<file path="src/shared/fsw_pkg.sv">
// Shared constants, types and layouts for the flash status and write-protect block
package fsw_pkg;

   // ------------------------------------------------------------
   // Timing
   // ------------------------------------------------------------
   localparam int CLK_PERIOD_NS = 5;
   localparam int STATUS_WRITE_NS = 100;
   localparam int STATUS_WRITE_CYCLES_I = (STATUS_WRITE_NS + CLK_PERIOD_NS - 1) / CLK_PERIOD_NS;
   localparam int WAIT_W = 8;
   localparam logic [WAIT_W-1:0] STATUS_WRITE_CYCLES = WAIT_W'(STATUS_WRITE_CYCLES_I);

   // ------------------------------------------------------------
   // Array map: 4 KB sectors, 64 KB blocks, 512 KB array
   // ------------------------------------------------------------
   localparam int ADDR_W = 24;
   localparam int ARRAY_ADDR_W = 19;
   localparam int SECTOR_SHIFT = 12;
   localparam int BLOCK_SHIFT = 16;
   localparam int SECTOR_W = ARRAY_ADDR_W - SECTOR_SHIFT;
   localparam int BLOCK_W = ARRAY_ADDR_W - BLOCK_SHIFT;
   localparam logic [BLOCK_W-1:0] BLOCK_TOP = 3'h7;
   localparam logic [BLOCK_W-1:0] BLOCK_UPPER_QUARTER = 3'h6;
   localparam logic [BLOCK_W-1:0] BLOCK_UPPER_HALF = 3'h4;

   // ------------------------------------------------------------
   // Protect bit codes
   // ------------------------------------------------------------
   localparam logic [2:0] PROTECT_NONE = 3'h0;
   localparam logic [2:0] PROTECT_TOP_BLOCK = 3'h1;
   localparam logic [2:0] PROTECT_QUARTER = 3'h2;
   localparam logic [2:0] PROTECT_HALF = 3'h3;

   // ------------------------------------------------------------
   // Serial framing and instruction codes
   // ------------------------------------------------------------
   localparam int BIT_CNT_W = 12;
   localparam logic [BIT_CNT_W-1:0] BIT_CNT_MAX = 12'hfff;
   localparam logic [BIT_CNT_W-1:0] BITS_OPCODE_LAST = 12'h007;
   localparam logic [BIT_CNT_W-1:0] BITS_DATA_LAST = 12'h00f;
   localparam logic [BIT_CNT_W-1:0] BITS_ADDR_LAST = 12'h01f;
   localparam logic [BIT_CNT_W-1:0] BYTES_ONE = 12'h001;
   localparam logic [BIT_CNT_W-1:0] BYTES_STATUS = 12'h002;
   localparam logic [BIT_CNT_W-1:0] BYTES_ERASE = 12'h004;
   localparam logic [BIT_CNT_W-1:0] BYTES_PROGRAM_MIN = 12'h005;
   localparam logic [7:0] WRITE_ENABLE_CMD = 8'h06;
   localparam logic [7:0] WRITE_DISABLE_CMD = 8'h04;
   localparam logic [7:0] READ_STATUS_CMD = 8'h05;
   localparam logic [7:0] WRITE_STATUS_CMD = 8'h01;
   localparam logic [7:0] PROGRAM_CMD = 8'h02;
   localparam logic [7:0] SECTOR_ERASE_CMD = 8'hd7;
   localparam logic [7:0] SECTOR_ERASE_ALT_CMD = 8'h20;
   localparam logic [7:0] BLOCK_ERASE_CMD = 8'hd8;
   localparam logic [7:0] WHOLE_ARRAY_ERASE_CMD = 8'hc7;
   localparam logic [7:0] WHOLE_ARRAY_ERASE_ALT_CMD = 8'h60;

   // ------------------------------------------------------------
   // Status register layout, reset value 0x00
   // ------------------------------------------------------------
   typedef struct packed {
      logic status_lock_bit;
      logic [1:0] reserved;
      logic [2:0] protect_bits;
      logic write_enable_latch;
      logic busy_flag;
   } fsw_status_s;

   localparam logic [7:0] STATUS_RESET = 8'h00;

   // Array operation handed to the program/erase engine
   typedef enum logic [1:0] {
      OP_PROGRAM = 2'h0,
      OP_SECTOR_ERASE = 2'h1,
      OP_BLOCK_ERASE = 2'h2,
      OP_WHOLE_ERASE = 2'h3
   } fsw_array_op_e;

   typedef struct packed {
      fsw_array_op_e op;
      logic [ADDR_W-1:0] addr;
      logic [SECTOR_W-1:0] sector;
      logic [BLOCK_W-1:0] block;
   } fsw_array_req_s;

   // Engine state
   typedef enum logic [2:0] {
      ST_IDLE = 3'b001,
      ST_STATUS_WRITE = 3'b010,
      ST_ARRAY_BUSY = 3'b100
   } fsw_state_e;

endpackage : fsw_pkg

</file>
<file path="src/verilog/fsw_sync.sv">
// Two-flop synchroniser for a group of pin inputs
`timescale 1ns/1ps
module fsw_sync #(
   parameter int WIDTH = 1,
   parameter logic [WIDTH-1:0] RESET_VAL = '0
) (
   input wire logic i_sys_clk,
   input wire logic i_reset_n,
   input wire logic [WIDTH-1:0] i_async,
   output logic [WIDTH-1:0] o_sync
);

   // ------------------------------------------------------------
   // One pair of flops per bit
   // ------------------------------------------------------------
   genvar g;
   generate
      for (g = 0; g < WIDTH; g++) begin : g_bit
         logic stage1;
         // First stage feeds only the second
         always_ff @(posedge i_sys_clk or negedge i_reset_n) begin
            if (!i_reset_n) begin
               stage1 <= RESET_VAL[g];
               o_sync[g] <= RESET_VAL[g];
            end else begin
               stage1 <= i_async[g];
               o_sync[g] <= stage1;
            end
         end
      end
   endgenerate

endmodule : fsw_sync

</file>
<file path="src/verilog/fsw_protect_decode.sv">
// Decodes the protect bits against a target address
`timescale 1ns/1ps
module fsw_protect_decode (
   input wire logic [2:0] i_protect_bits,
   input wire logic [fsw_pkg::ADDR_W-1:0] i_addr,
   output logic o_protected
);
   import fsw_pkg::*;

   logic [BLOCK_W-1:0] block;

   // Block index of the target
   assign block = i_addr[ARRAY_ADDR_W-1:BLOCK_SHIFT];

   // Protected region selected by the three protect bits
   always_comb begin
      if (i_protect_bits[2]) begin
         o_protected = 1'b1;
      end else begin
         unique case (i_protect_bits)
            PROTECT_NONE: o_protected = 1'b0;
            PROTECT_TOP_BLOCK: o_protected = (block == BLOCK_TOP);
            PROTECT_QUARTER: o_protected = (block >= BLOCK_UPPER_QUARTER);
            PROTECT_HALF: o_protected = (block >= BLOCK_UPPER_HALF);
            default: o_protected = 1'b1;
         endcase
      end
   end

endmodule : fsw_protect_decode

</file>
<file path="src/verilog/fsw_status_protect.sv">
// Status register, write-enable latch and write protection of a serial flash
//
// Functional notes
// - Array is eight 64 KB blocks of sixteen 4 KB sectors each.
// - Lock and protect bits change only through the write-status instruction.
// - Read-status instruction returns the eight status bits on serial output.
// - Busy flag in bit 0 is one while a write operation runs.
// - Cleared write-enable latch blocks status writes, programs and all erases.
// - Latch clears on write-disable and when any write operation completes.
// - Protect codes select none, block 7, blocks 6-7, 4-7, or all.
// - Program or erase aimed inside the protected region is refused.
// - Whole-array erase runs only when all protect bits are zero.
// - Lock bit set with protect pin low makes status writes ignored.
// - Lock bit clear or protect pin high lets status writes update bits.
// - Layout: lock 7, zero 6-5, protect 4-2, latch 1, busy 0.
// - Protect and lock bits start at zero: nothing protected, unlocked.
// - Input sampled on rising serial clock, output changed on falling.
// - Instructions, addresses and data travel most significant bit first.
// - Write instructions with a bit count not a multiple of eight are ignored.
`timescale 1ns/1ps
module fsw_status_protect (
   input wire logic i_sys_clk,
   input wire logic i_reset_n,
   input wire logic i_spi_sck,
   input wire logic i_spi_ce_n,
   input wire logic i_serial_data_io,
   input wire logic i_write_protect_n,
   input wire logic i_array_done,
   output logic o_serial_out,
   output logic o_serial_out_oe,
   output logic o_array_start,
   output fsw_pkg::fsw_array_req_s o_array_req,
   output fsw_pkg::fsw_status_s o_status
);
   import fsw_pkg::*;

   // ------------------------------------------------------------
   // Pin synchronisation and edge detection
   // ------------------------------------------------------------
   logic [3:0] pin_sync;
   logic sck_s;
   logic ce_n_s;
   logic si_s;
   logic wp_n_s;
   logic sck_d;
   logic ce_n_d;
   logic sck_rise;
   logic sck_fall;
   logic frame_start;
   logic frame_end;

   fsw_sync #(.WIDTH(4), .RESET_VAL(4'b1110)) u_sync (
      .i_sys_clk(i_sys_clk),
      .i_reset_n(i_reset_n),
      .i_async({i_write_protect_n, i_serial_data_io, i_spi_ce_n, i_spi_sck}),
      .o_sync(pin_sync)
   );

   assign {wp_n_s, si_s, ce_n_s, sck_s} = pin_sync;

   // Delayed copies for edges
   always_ff @(posedge i_sys_clk or negedge i_reset_n) begin
      if (!i_reset_n) begin
         sck_d <= 1'b0;
         ce_n_d <= 1'b1;
      end else begin
         sck_d <= sck_s;
         ce_n_d <= ce_n_s;
      end
   end

   assign sck_rise = sck_s & ~sck_d & ~ce_n_s;
   assign sck_fall = ~sck_s & sck_d & ~ce_n_s;
   assign frame_start = ~ce_n_s & ce_n_d;
   assign frame_end = ce_n_s & ~ce_n_d;

   // ------------------------------------------------------------
   // Serial input shifter
   // ------------------------------------------------------------
   logic [BIT_CNT_W-1:0] bit_cnt;
   logic [7:0] shift_in;
   logic [7:0] next_byte;
   logic [7:0] opcode;
   logic [7:0] status_data;
   logic [ADDR_W-1:0] addr;

   assign next_byte = {shift_in[6:0], si_s};

   // Bit counter, saturating for long program frames
   always_ff @(posedge i_sys_clk or negedge i_reset_n) begin
      if (!i_reset_n) begin
         bit_cnt <= '0;
         shift_in <= '0;
      end else if (frame_start) begin
         bit_cnt <= '0;
      end else if (sck_rise) begin
         shift_in <= next_byte;
         if (bit_cnt != BIT_CNT_MAX) begin
            bit_cnt <= bit_cnt + 1'b1;
         end
      end
   end

   // Byte captures: opcode, status data byte, address
   always_ff @(posedge i_sys_clk or negedge i_reset_n) begin
      if (!i_reset_n) begin
         opcode <= '0;
         status_data <= '0;
         addr <= '0;
      end else if (sck_rise) begin
         if (bit_cnt == BITS_OPCODE_LAST) begin
            opcode <= next_byte;
         end
         if (bit_cnt == BITS_DATA_LAST) begin
            status_data <= next_byte;
         end
         if (bit_cnt > BITS_OPCODE_LAST && bit_cnt <= BITS_ADDR_LAST) begin
            addr <= {addr[ADDR_W-2:0], si_s};
         end
      end
   end

   // ------------------------------------------------------------
   // Status state and frame decisions
   // ------------------------------------------------------------
   fsw_state_e state;
   logic write_enable_latch;
   logic busy_flag;
   logic [2:0] protect_bits;
   logic status_lock_bit;
   logic [WAIT_W-1:0] wait_cnt;
   fsw_status_s status_now;
   logic [BIT_CNT_W-1:0] byte_cnt;
   logic whole_bytes;
   logic addr_protected;
   logic status_locked;
   logic may_write;
   logic is_sector_erase;
   logic is_whole_erase;
   logic accept_status;
   logic accept_program;
   logic accept_erase;
   logic accept_whole;
   logic accept_array;

   fsw_protect_decode u_protect (
      .i_protect_bits(protect_bits),
      .i_addr(addr),
      .o_protected(addr_protected)
   );

   assign status_now = '{status_lock_bit: status_lock_bit, reserved: 2'b00,
                         protect_bits: protect_bits, write_enable_latch: write_enable_latch,
                         busy_flag: busy_flag};
   assign byte_cnt = bit_cnt >> 3;
   assign whole_bytes = (bit_cnt[2:0] == 3'h0);
   assign status_locked = status_lock_bit & ~wp_n_s;
   assign may_write = frame_end & whole_bytes & write_enable_latch & ~busy_flag;
   assign is_sector_erase = (opcode == SECTOR_ERASE_CMD) || (opcode == SECTOR_ERASE_ALT_CMD);
   assign is_whole_erase = (opcode == WHOLE_ARRAY_ERASE_CMD)
                        || (opcode == WHOLE_ARRAY_ERASE_ALT_CMD);
   assign accept_status = may_write && opcode == WRITE_STATUS_CMD
                       && byte_cnt >= BYTES_STATUS && !status_locked;
   assign accept_program = may_write && opcode == PROGRAM_CMD
                        && byte_cnt >= BYTES_PROGRAM_MIN && !addr_protected;
   assign accept_erase = may_write && (is_sector_erase || opcode == BLOCK_ERASE_CMD)
                      && byte_cnt == BYTES_ERASE && !addr_protected;
   assign accept_whole = may_write && is_whole_erase && byte_cnt == BYTES_ONE
                      && protect_bits == PROTECT_NONE;
   assign accept_array = accept_program | accept_erase | accept_whole;

   // Engine sequence: idle, status write timer, array wait
   always_ff @(posedge i_sys_clk or negedge i_reset_n) begin
      if (!i_reset_n) begin
         state <= ST_IDLE;
         wait_cnt <= '0;
      end else begin
         unique case (state)
            ST_IDLE: begin
               wait_cnt <= '0;
               if (accept_status) begin
                  state <= ST_STATUS_WRITE;
               end else if (accept_array) begin
                  state <= ST_ARRAY_BUSY;
               end
            end
            ST_STATUS_WRITE: begin
               wait_cnt <= wait_cnt + 1'b1;
               if (wait_cnt == STATUS_WRITE_CYCLES - 1'b1) begin
                  state <= ST_IDLE;
               end
            end
            ST_ARRAY_BUSY: begin
               if (i_array_done) begin
                  state <= ST_IDLE;
               end
            end
         endcase
      end
   end

   // Busy flag follows accepted operations
   always_ff @(posedge i_sys_clk or negedge i_reset_n) begin
      if (!i_reset_n) begin
         busy_flag <= 1'b0;
      end else if (accept_status || accept_array) begin
         busy_flag <= 1'b1;
      end else if ((state == ST_STATUS_WRITE && wait_cnt == STATUS_WRITE_CYCLES - 1'b1)
                   || (state == ST_ARRAY_BUSY && i_array_done)) begin
         busy_flag <= 1'b0;
      end
   end

   // Write-enable latch: set, cleared by command or completion
   always_ff @(posedge i_sys_clk or negedge i_reset_n) begin
      if (!i_reset_n) begin
         write_enable_latch <= 1'b0;
      end else if ((state == ST_STATUS_WRITE && wait_cnt == STATUS_WRITE_CYCLES - 1'b1)
                   || (state == ST_ARRAY_BUSY && i_array_done)) begin
         write_enable_latch <= 1'b0;
      end else if (frame_end && !busy_flag && byte_cnt == BYTES_ONE && whole_bytes) begin
         if (opcode == WRITE_ENABLE_CMD) begin
            write_enable_latch <= 1'b1;
         end else if (opcode == WRITE_DISABLE_CMD) begin
            write_enable_latch <= 1'b0;
         end
      end
   end

   // Lock and protect bits, written only by an accepted status write
   always_ff @(posedge i_sys_clk or negedge i_reset_n) begin
      if (!i_reset_n) begin
         protect_bits <= PROTECT_NONE;
         status_lock_bit <= 1'b0;
      end else if (accept_status) begin
         protect_bits <= status_data[4:2];
         status_lock_bit <= status_data[7];
      end
   end

   // Array request toward the program/erase engine
   always_ff @(posedge i_sys_clk or negedge i_reset_n) begin
      if (!i_reset_n) begin
         o_array_start <= 1'b0;
         o_array_req <= '0;
      end else begin
         o_array_start <= accept_array;
         if (accept_array) begin
            o_array_req.addr <= addr;
            o_array_req.sector <= addr[ARRAY_ADDR_W-1:SECTOR_SHIFT];
            o_array_req.block <= addr[ARRAY_ADDR_W-1:BLOCK_SHIFT];
            if (accept_whole) begin
               o_array_req.op <= OP_WHOLE_ERASE;
            end else if (accept_program) begin
               o_array_req.op <= OP_PROGRAM;
            end else if (is_sector_erase) begin
               o_array_req.op <= OP_SECTOR_ERASE;
            end else begin
               o_array_req.op <= OP_BLOCK_ERASE;
            end
         end
      end
   end

   // Status mirror
   always_ff @(posedge i_sys_clk or negedge i_reset_n) begin
      if (!i_reset_n) begin
         o_status <= STATUS_RESET;
      end else begin
         o_status <= status_now;
      end
   end

   // ------------------------------------------------------------
   // Read-status serial output
   // ------------------------------------------------------------
   logic read_active;
   logic [7:0] so_shift;
   logic [2:0] out_cnt;

   // Loads status after the opcode, shifts on falling edges
   always_ff @(posedge i_sys_clk or negedge i_reset_n) begin
      if (!i_reset_n) begin
         read_active <= 1'b0;
         so_shift <= '0;
         out_cnt <= '0;
         o_serial_out <= 1'b0;
         o_serial_out_oe <= 1'b0;
      end else if (ce_n_s) begin
         read_active <= 1'b0;
         o_serial_out_oe <= 1'b0;
      end else if (sck_rise && bit_cnt == BITS_OPCODE_LAST
                   && next_byte == READ_STATUS_CMD) begin
         read_active <= 1'b1;
         so_shift <= status_now;
         out_cnt <= '0;
      end else if (sck_fall && read_active) begin
         o_serial_out <= so_shift[7];
         o_serial_out_oe <= 1'b1;
         out_cnt <= out_cnt + 1'b1;
         so_shift <= (out_cnt == 3'h7) ? status_now : {so_shift[6:0], 1'b0};
      end
   end

   // ------------------------------------------------------------
   // Assertions
   // ------------------------------------------------------------
   property p_busy_tracks_state;
      @(posedge i_sys_clk) disable iff (!i_reset_n)
      ##1 (busy_flag == (state != ST_IDLE));
   endproperty
   a_busy_tracks_state: assert property (p_busy_tracks_state)
      else $error("busy flag disagrees with engine state");

   property p_start_needs_latch;
      @(posedge i_sys_clk) disable iff (!i_reset_n)
      o_array_start |-> $past(write_enable_latch) && busy_flag;
   endproperty
   a_start_needs_latch: assert property (p_start_needs_latch)
      else $error("array operation started without write enable");

   property p_latch_clears_at_end;
      @(posedge i_sys_clk) disable iff (!i_reset_n)
      $fell(busy_flag) |-> !write_enable_latch;
   endproperty
   a_latch_clears_at_end: assert property (p_latch_clears_at_end)
      else $error("write enable latch survived completion");

   property p_whole_erase_unprotected;
      @(posedge i_sys_clk) disable iff (!i_reset_n)
      (o_array_start && o_array_req.op == OP_WHOLE_ERASE) |-> protect_bits == PROTECT_NONE;
   endproperty
   a_whole_erase_unprotected: assert property (p_whole_erase_unprotected)
      else $error("whole array erase with protect bits set");

   property p_no_protected_target;
      @(posedge i_sys_clk) disable iff (!i_reset_n)
      o_array_start |-> !$past(addr_protected);
   endproperty
   a_no_protected_target: assert property (p_no_protected_target)
      else $error("program or erase into protected region");

   property p_locked_bits_hold;
      @(posedge i_sys_clk) disable iff (!i_reset_n)
      status_locked |=> $stable(protect_bits) && $stable(status_lock_bit);
   endproperty
   a_locked_bits_hold: assert property (p_locked_bits_hold)
      else $error("locked status bits changed");

   property p_status_write_length;
      @(posedge i_sys_clk) disable iff (!i_reset_n)
      $rose(busy_flag) && state == ST_STATUS_WRITE |-> write_enable_latch [*8];
   endproperty
   a_status_write_length: assert property (p_status_write_length)
      else $error("status write ended too early");

   property p_whole_bytes_only;
      @(posedge i_sys_clk) disable iff (!i_reset_n)
      $rose(busy_flag) |-> $past(bit_cnt[2:0]) == 3'h0;
   endproperty
   a_whole_bytes_only: assert property (p_whole_bytes_only)
      else $error("write accepted on partial byte");

   property p_reserved_zero;
      @(posedge i_sys_clk) disable iff (!i_reset_n)
      sck_fall && read_active && (out_cnt == 3'h1 || out_cnt == 3'h2) |=> !o_serial_out;
   endproperty
   a_reserved_zero: assert property (p_reserved_zero)
      else $error("reserved status bits nonzero");

endmodule : fsw_status_protect

</file>
<file path="config.mk">
export PLATFORM = sky130hd
export DESIGN_NAME = fsw_status_protect
export DESIGN_NICKNAME = d
export VERILOG_FILES = /design/src/shared/fsw_pkg.sv /design/src/verilog/fsw_sync.sv /design/src/verilog/fsw_protect_decode.sv /design/src/verilog/fsw_status_protect.sv
export SDC_FILE = /design/constraint.sdc
export NUM_CORES = 1
export LEC_CHECK = 0
export ABC_AREA = 0
export BUFFER_PORTS_ARGS = -buffer_cell sky130_fd_sc_hd__buf_2
export CAP_MARGIN = 20
export CORE_UTILIZATION = 38
export CTS_CLUSTER_DIAMETER = 60
export DETAILED_ROUTE_END_ITERATION = 10
export MAX_ROUTING_LAYER = met4
export PLACE_DENSITY = 0.56
export SETUP_SLACK_MARGIN = 0.02
export SLEW_MARGIN = 20
export SYNTH_ARGS = -nofsm -noshare
export SYNTH_HDL_FRONTEND = slang
export SYNTH_HIERARCHICAL = 1
export SYNTH_SLANG_ARGS = --single-unit
export TNS_END_PERCENT = 5
</file>
<file path="constraint.sdc">
create_clock -name i_sys_clk -period 3.3 [get_ports i_sys_clk]
set_clock_uncertainty 0.05 [all_clocks]
set_input_delay 0.165 -clock i_sys_clk [delete_from_list [all_inputs] [get_ports i_sys_clk]]
set_output_delay 0.165 -clock i_sys_clk [all_outputs]
set_load 0.03 [all_outputs]
</file>
==> key figures <==
Run status
  • Outcome: finished clean

Clock tree
  • H-tree Lvls: 4
  • Clk pin slew, worst setup/hold paths: 60 ps
  • Worst-Skew Late Latency: 410 ps
  • CTS tree: yes
  • Num Clock Sinks: 129
  • Cts bufs inserted: 17
  • Clock buffer depth: 2
  • Root Driver: clkbuf_16
  • Post-CTS sizing: 0

Synth
  • Synth cell types: 60
  • Yosys warns: 6
  • Syn avg cell area: 12.9 um2
  • Post-synthesis compound-gate area fraction: 6.02%
  • Post-Synth XOR/XNOR Area: 1.87%
  • Synth Register Bits: 129
  • Simple-gate share of the synthesized area: 14.4%
  • Cells after Synth: 436
  • Share of synthesized flip-flops with an asynchronous set or reset: 100%
  • Sequential fraction of the synthesis area: 57.5%
  • Area share of fa/ha/maj cells after synthesis: 1.11%
  • Mapped cell area: 0.00563 mm2
  • Post-synth EDFFs: 0
  • Mux cell area share after synthesis: 15.7%
  • Primary FF master, synth: dfrtp_1
  • Main combinational cell family by area after synthesis: multiplexers

Timing
  • Final worst slack: 577 ps
  • Hold WS: 226 ps
  • Slew headroom: 47.2%
  • Crit share post-route: 82.5%
  • Final-report hold violation count: 0
  • Worst slew pin tran: 790 ps
  • Final min period: 2720 ps
  • Setup TNS: 0 ps
  • Setup-failing EPs final: 0
  • Max Freq: 367 MHz
  • RSZ-0062 raised after global routing: no
  • Fin. max-slew vios: 0

Run
  • Max-cap viol count: 0

Power
  • P_sw: 798 uW
  • Total chip power: 3690 uW
  • Switching share of power: 21.6%
  • Leakage: 0.00334 uW
  • Worst vdd ir: 341 uV
  • Seq pwr share: 45.8%
  • P_int: 2890 uW
  • Clk network pwr share: 50.0%
  • Combinational power share: 4.2%
  • PD cells: 554 mW/mm2

Setup path
  • Setup crit end kind: register
  • Crit path buf inv count: 1
  • Critical path launch point: opcode[1]
  • Setup Crit Path Kind: reg2reg
  • CP Cell Sequence: or4b_1 > or3b_4 > a2111oi_4 > nor3_4 > buf_4 > mux2_4
  • R2r startpoint: opcode[1]
  • CP max stage delay: 580 ps
  • Worst EP arrival: 2970 ps
  • Slowest-stage cell, CP: or4b_1
  • Delay-heaviest family, CP: simple AND/OR/NAND/NOR gates
  • WP data required: 3540 ps
  • Critical path launch point type: register
  • Worst-path maximum fanout: 27

Floorplanning
  • CORE AREA: 0.0145 mm2
  • Total die area: 0.0153 mm2
  • Initial Util: 38.9%
  • # IOs: 54
  • Die Y: 124 um
  • Row Count: 44
  • Die width: 124 um

Routing
  • DRT Pass-1 Iters: 4
  • Via Count: 3,550
  • DRC Markers: 0
  • Routed vias/inst: 5.14
  • Avg WL per Cell: 15.5 um
  • Remaining antenna violation count: 0
  • Drt first-iter violations: 194
  • Post-Route WL: 10.7 mm

Place
  • Dpl hpwl: 7.17 mm
  • Pre-CTS setup slack: 568 ps
  • Port Buffer Count: 51
  • Gpl congestion: 0.835

GRT
  • Vias in the first global route: 3,601
  • Antenna violations before repair: 0
  • Overflow after GRT: 0
  • Overall routing resource usage: 16.3%
  • Largest net degree at the start of global routing: 92
  • First-pass GRT wire length: 18.1 mm

Cells and area
  • Layout cell share with drive strength beyond 1: 34.1%
  • Inserted Diodes: 0
  • Area Growth Syn to Fin: 18.3%
  • Commonest non-fill, non-tap cell in the layout: dfrtp_1
  • Nets: 506
  • Commonest cells after routing, fill and taps aside: 121 x dfrtp_1, 55 x mux2_2, 50 x buf_2

Worst hold path
  • Worst min-delay path class: in2async
## state kept, by name (all words and copies together), names as in the netlist, 3 cells and up
signal and cells:
addr 24, bit_cnt 12, o_array_req 26, o_status 6, opcode 8, out_cnt 3, protect_bits 3, shift_in 7
so_shift 8, state 3, status_data 4, u_sync/g_bit.stage1 4, u_sync/o_sync 4, wait_cnt 8
## power groups by stage
stage	logic (uW)	clock network, uW	registers (uW)
final	156	1840	1690
after global routing	181	1970	1700
after CTS	160	1900	1690
after detailed placement	155	0	1720
after global placement	152	0	1720
after floorplan	104	0	1700
## timing repair
action	4_1_cts	5_1_grt
hold buffers	5	0
buffers inserted	0	0
hold endpoints to repair	38	0
## Yosys cell counts, types with 5 or more instances
master / number / area [um2]
nand4_1: 9 / 56.3
nand2_1: 27 / 101
mux2_2: 55 / 619
xor2_1: 8 / 70.1
clkbuf_1: 10 / 37.5
mux2_4: 17 / 255
o21ai_0: 14 / 70.1
nor4b_1: 6 / 52.6
dfrtp_1: 121 / 3030
nand3_1: 18 / 90.1
nor2_1: 23 / 86.3
dfstp_2: 8 / 210
and3_1: 5 / 31.3
inv_1: 7 / 26.3
or3_1: 5 / 31.3
o22ai_1: 5 / 31.3
ha_1: 5 / 62.6
nand2b_1: 6 / 37.5
buf_4: 12 / 90.1
## cell type report
| class | instances | area, um2 |
|---|---|---|
| Clock buffer | 22 | 444 |
| Clock inverter | 10 | 139 |
| Fill cell | 1338 | 7820 |
| Inverter | 7 | 26.3 |
| Multi-Input combinational cell | 276 | 2210 |
| Sequential cell | 129 | 3240 |
| Tap cell | 184 | 230 |
| Timing Repair Buffer | 63 | 373 |
## metrics by stage
stage	instance area [um2]	util [%]	instances
finish	6660	46.0	691
global route	6660	46.0	691
floorplan	5630	-	437
detailed placement	6030	41.6	654
CTS	6660	46.0	691
global placement	6030	41.6	654
## routing by layer
metal  vias to the layer above  wire length, um  track usage (%)
met2                        75             4770             22.5
li1                       1698                -                -
met4                         0               74             6.25
met3                         7              471             5.04
met5                         -                0                -
met1                      1770             5400             22.2
## logic make-up after synthesis
family,after synthesis
AND/OR/NAND/NOR,137
flip-flops,129
multiplexers,73
AO/OA/AOI/OAI,47
buffers and inverters,32
XOR/XNOR,12
adder cells (fa/ha/maj),5
other,1
## final timing paths
path | slack [ps] | depth (start not counted) | endpoint
worst max-delay path | 580 | 6 | o_array_req[29]
worst min-delay path | 230 | 2 | write_enable_latch
worst max register to register | 580 | 6 | o_array_req[29]
worst min register to register | 300 | 0 | u_sync/o_sync[2]
max in group asynchronous | 2140 | 3 | u_sync/o_sync[2]
min in group i_sys_clk | 300 | 0 | u_sync/o_sync[2]
Note: power is estimated with default switching activity, not from simulation.
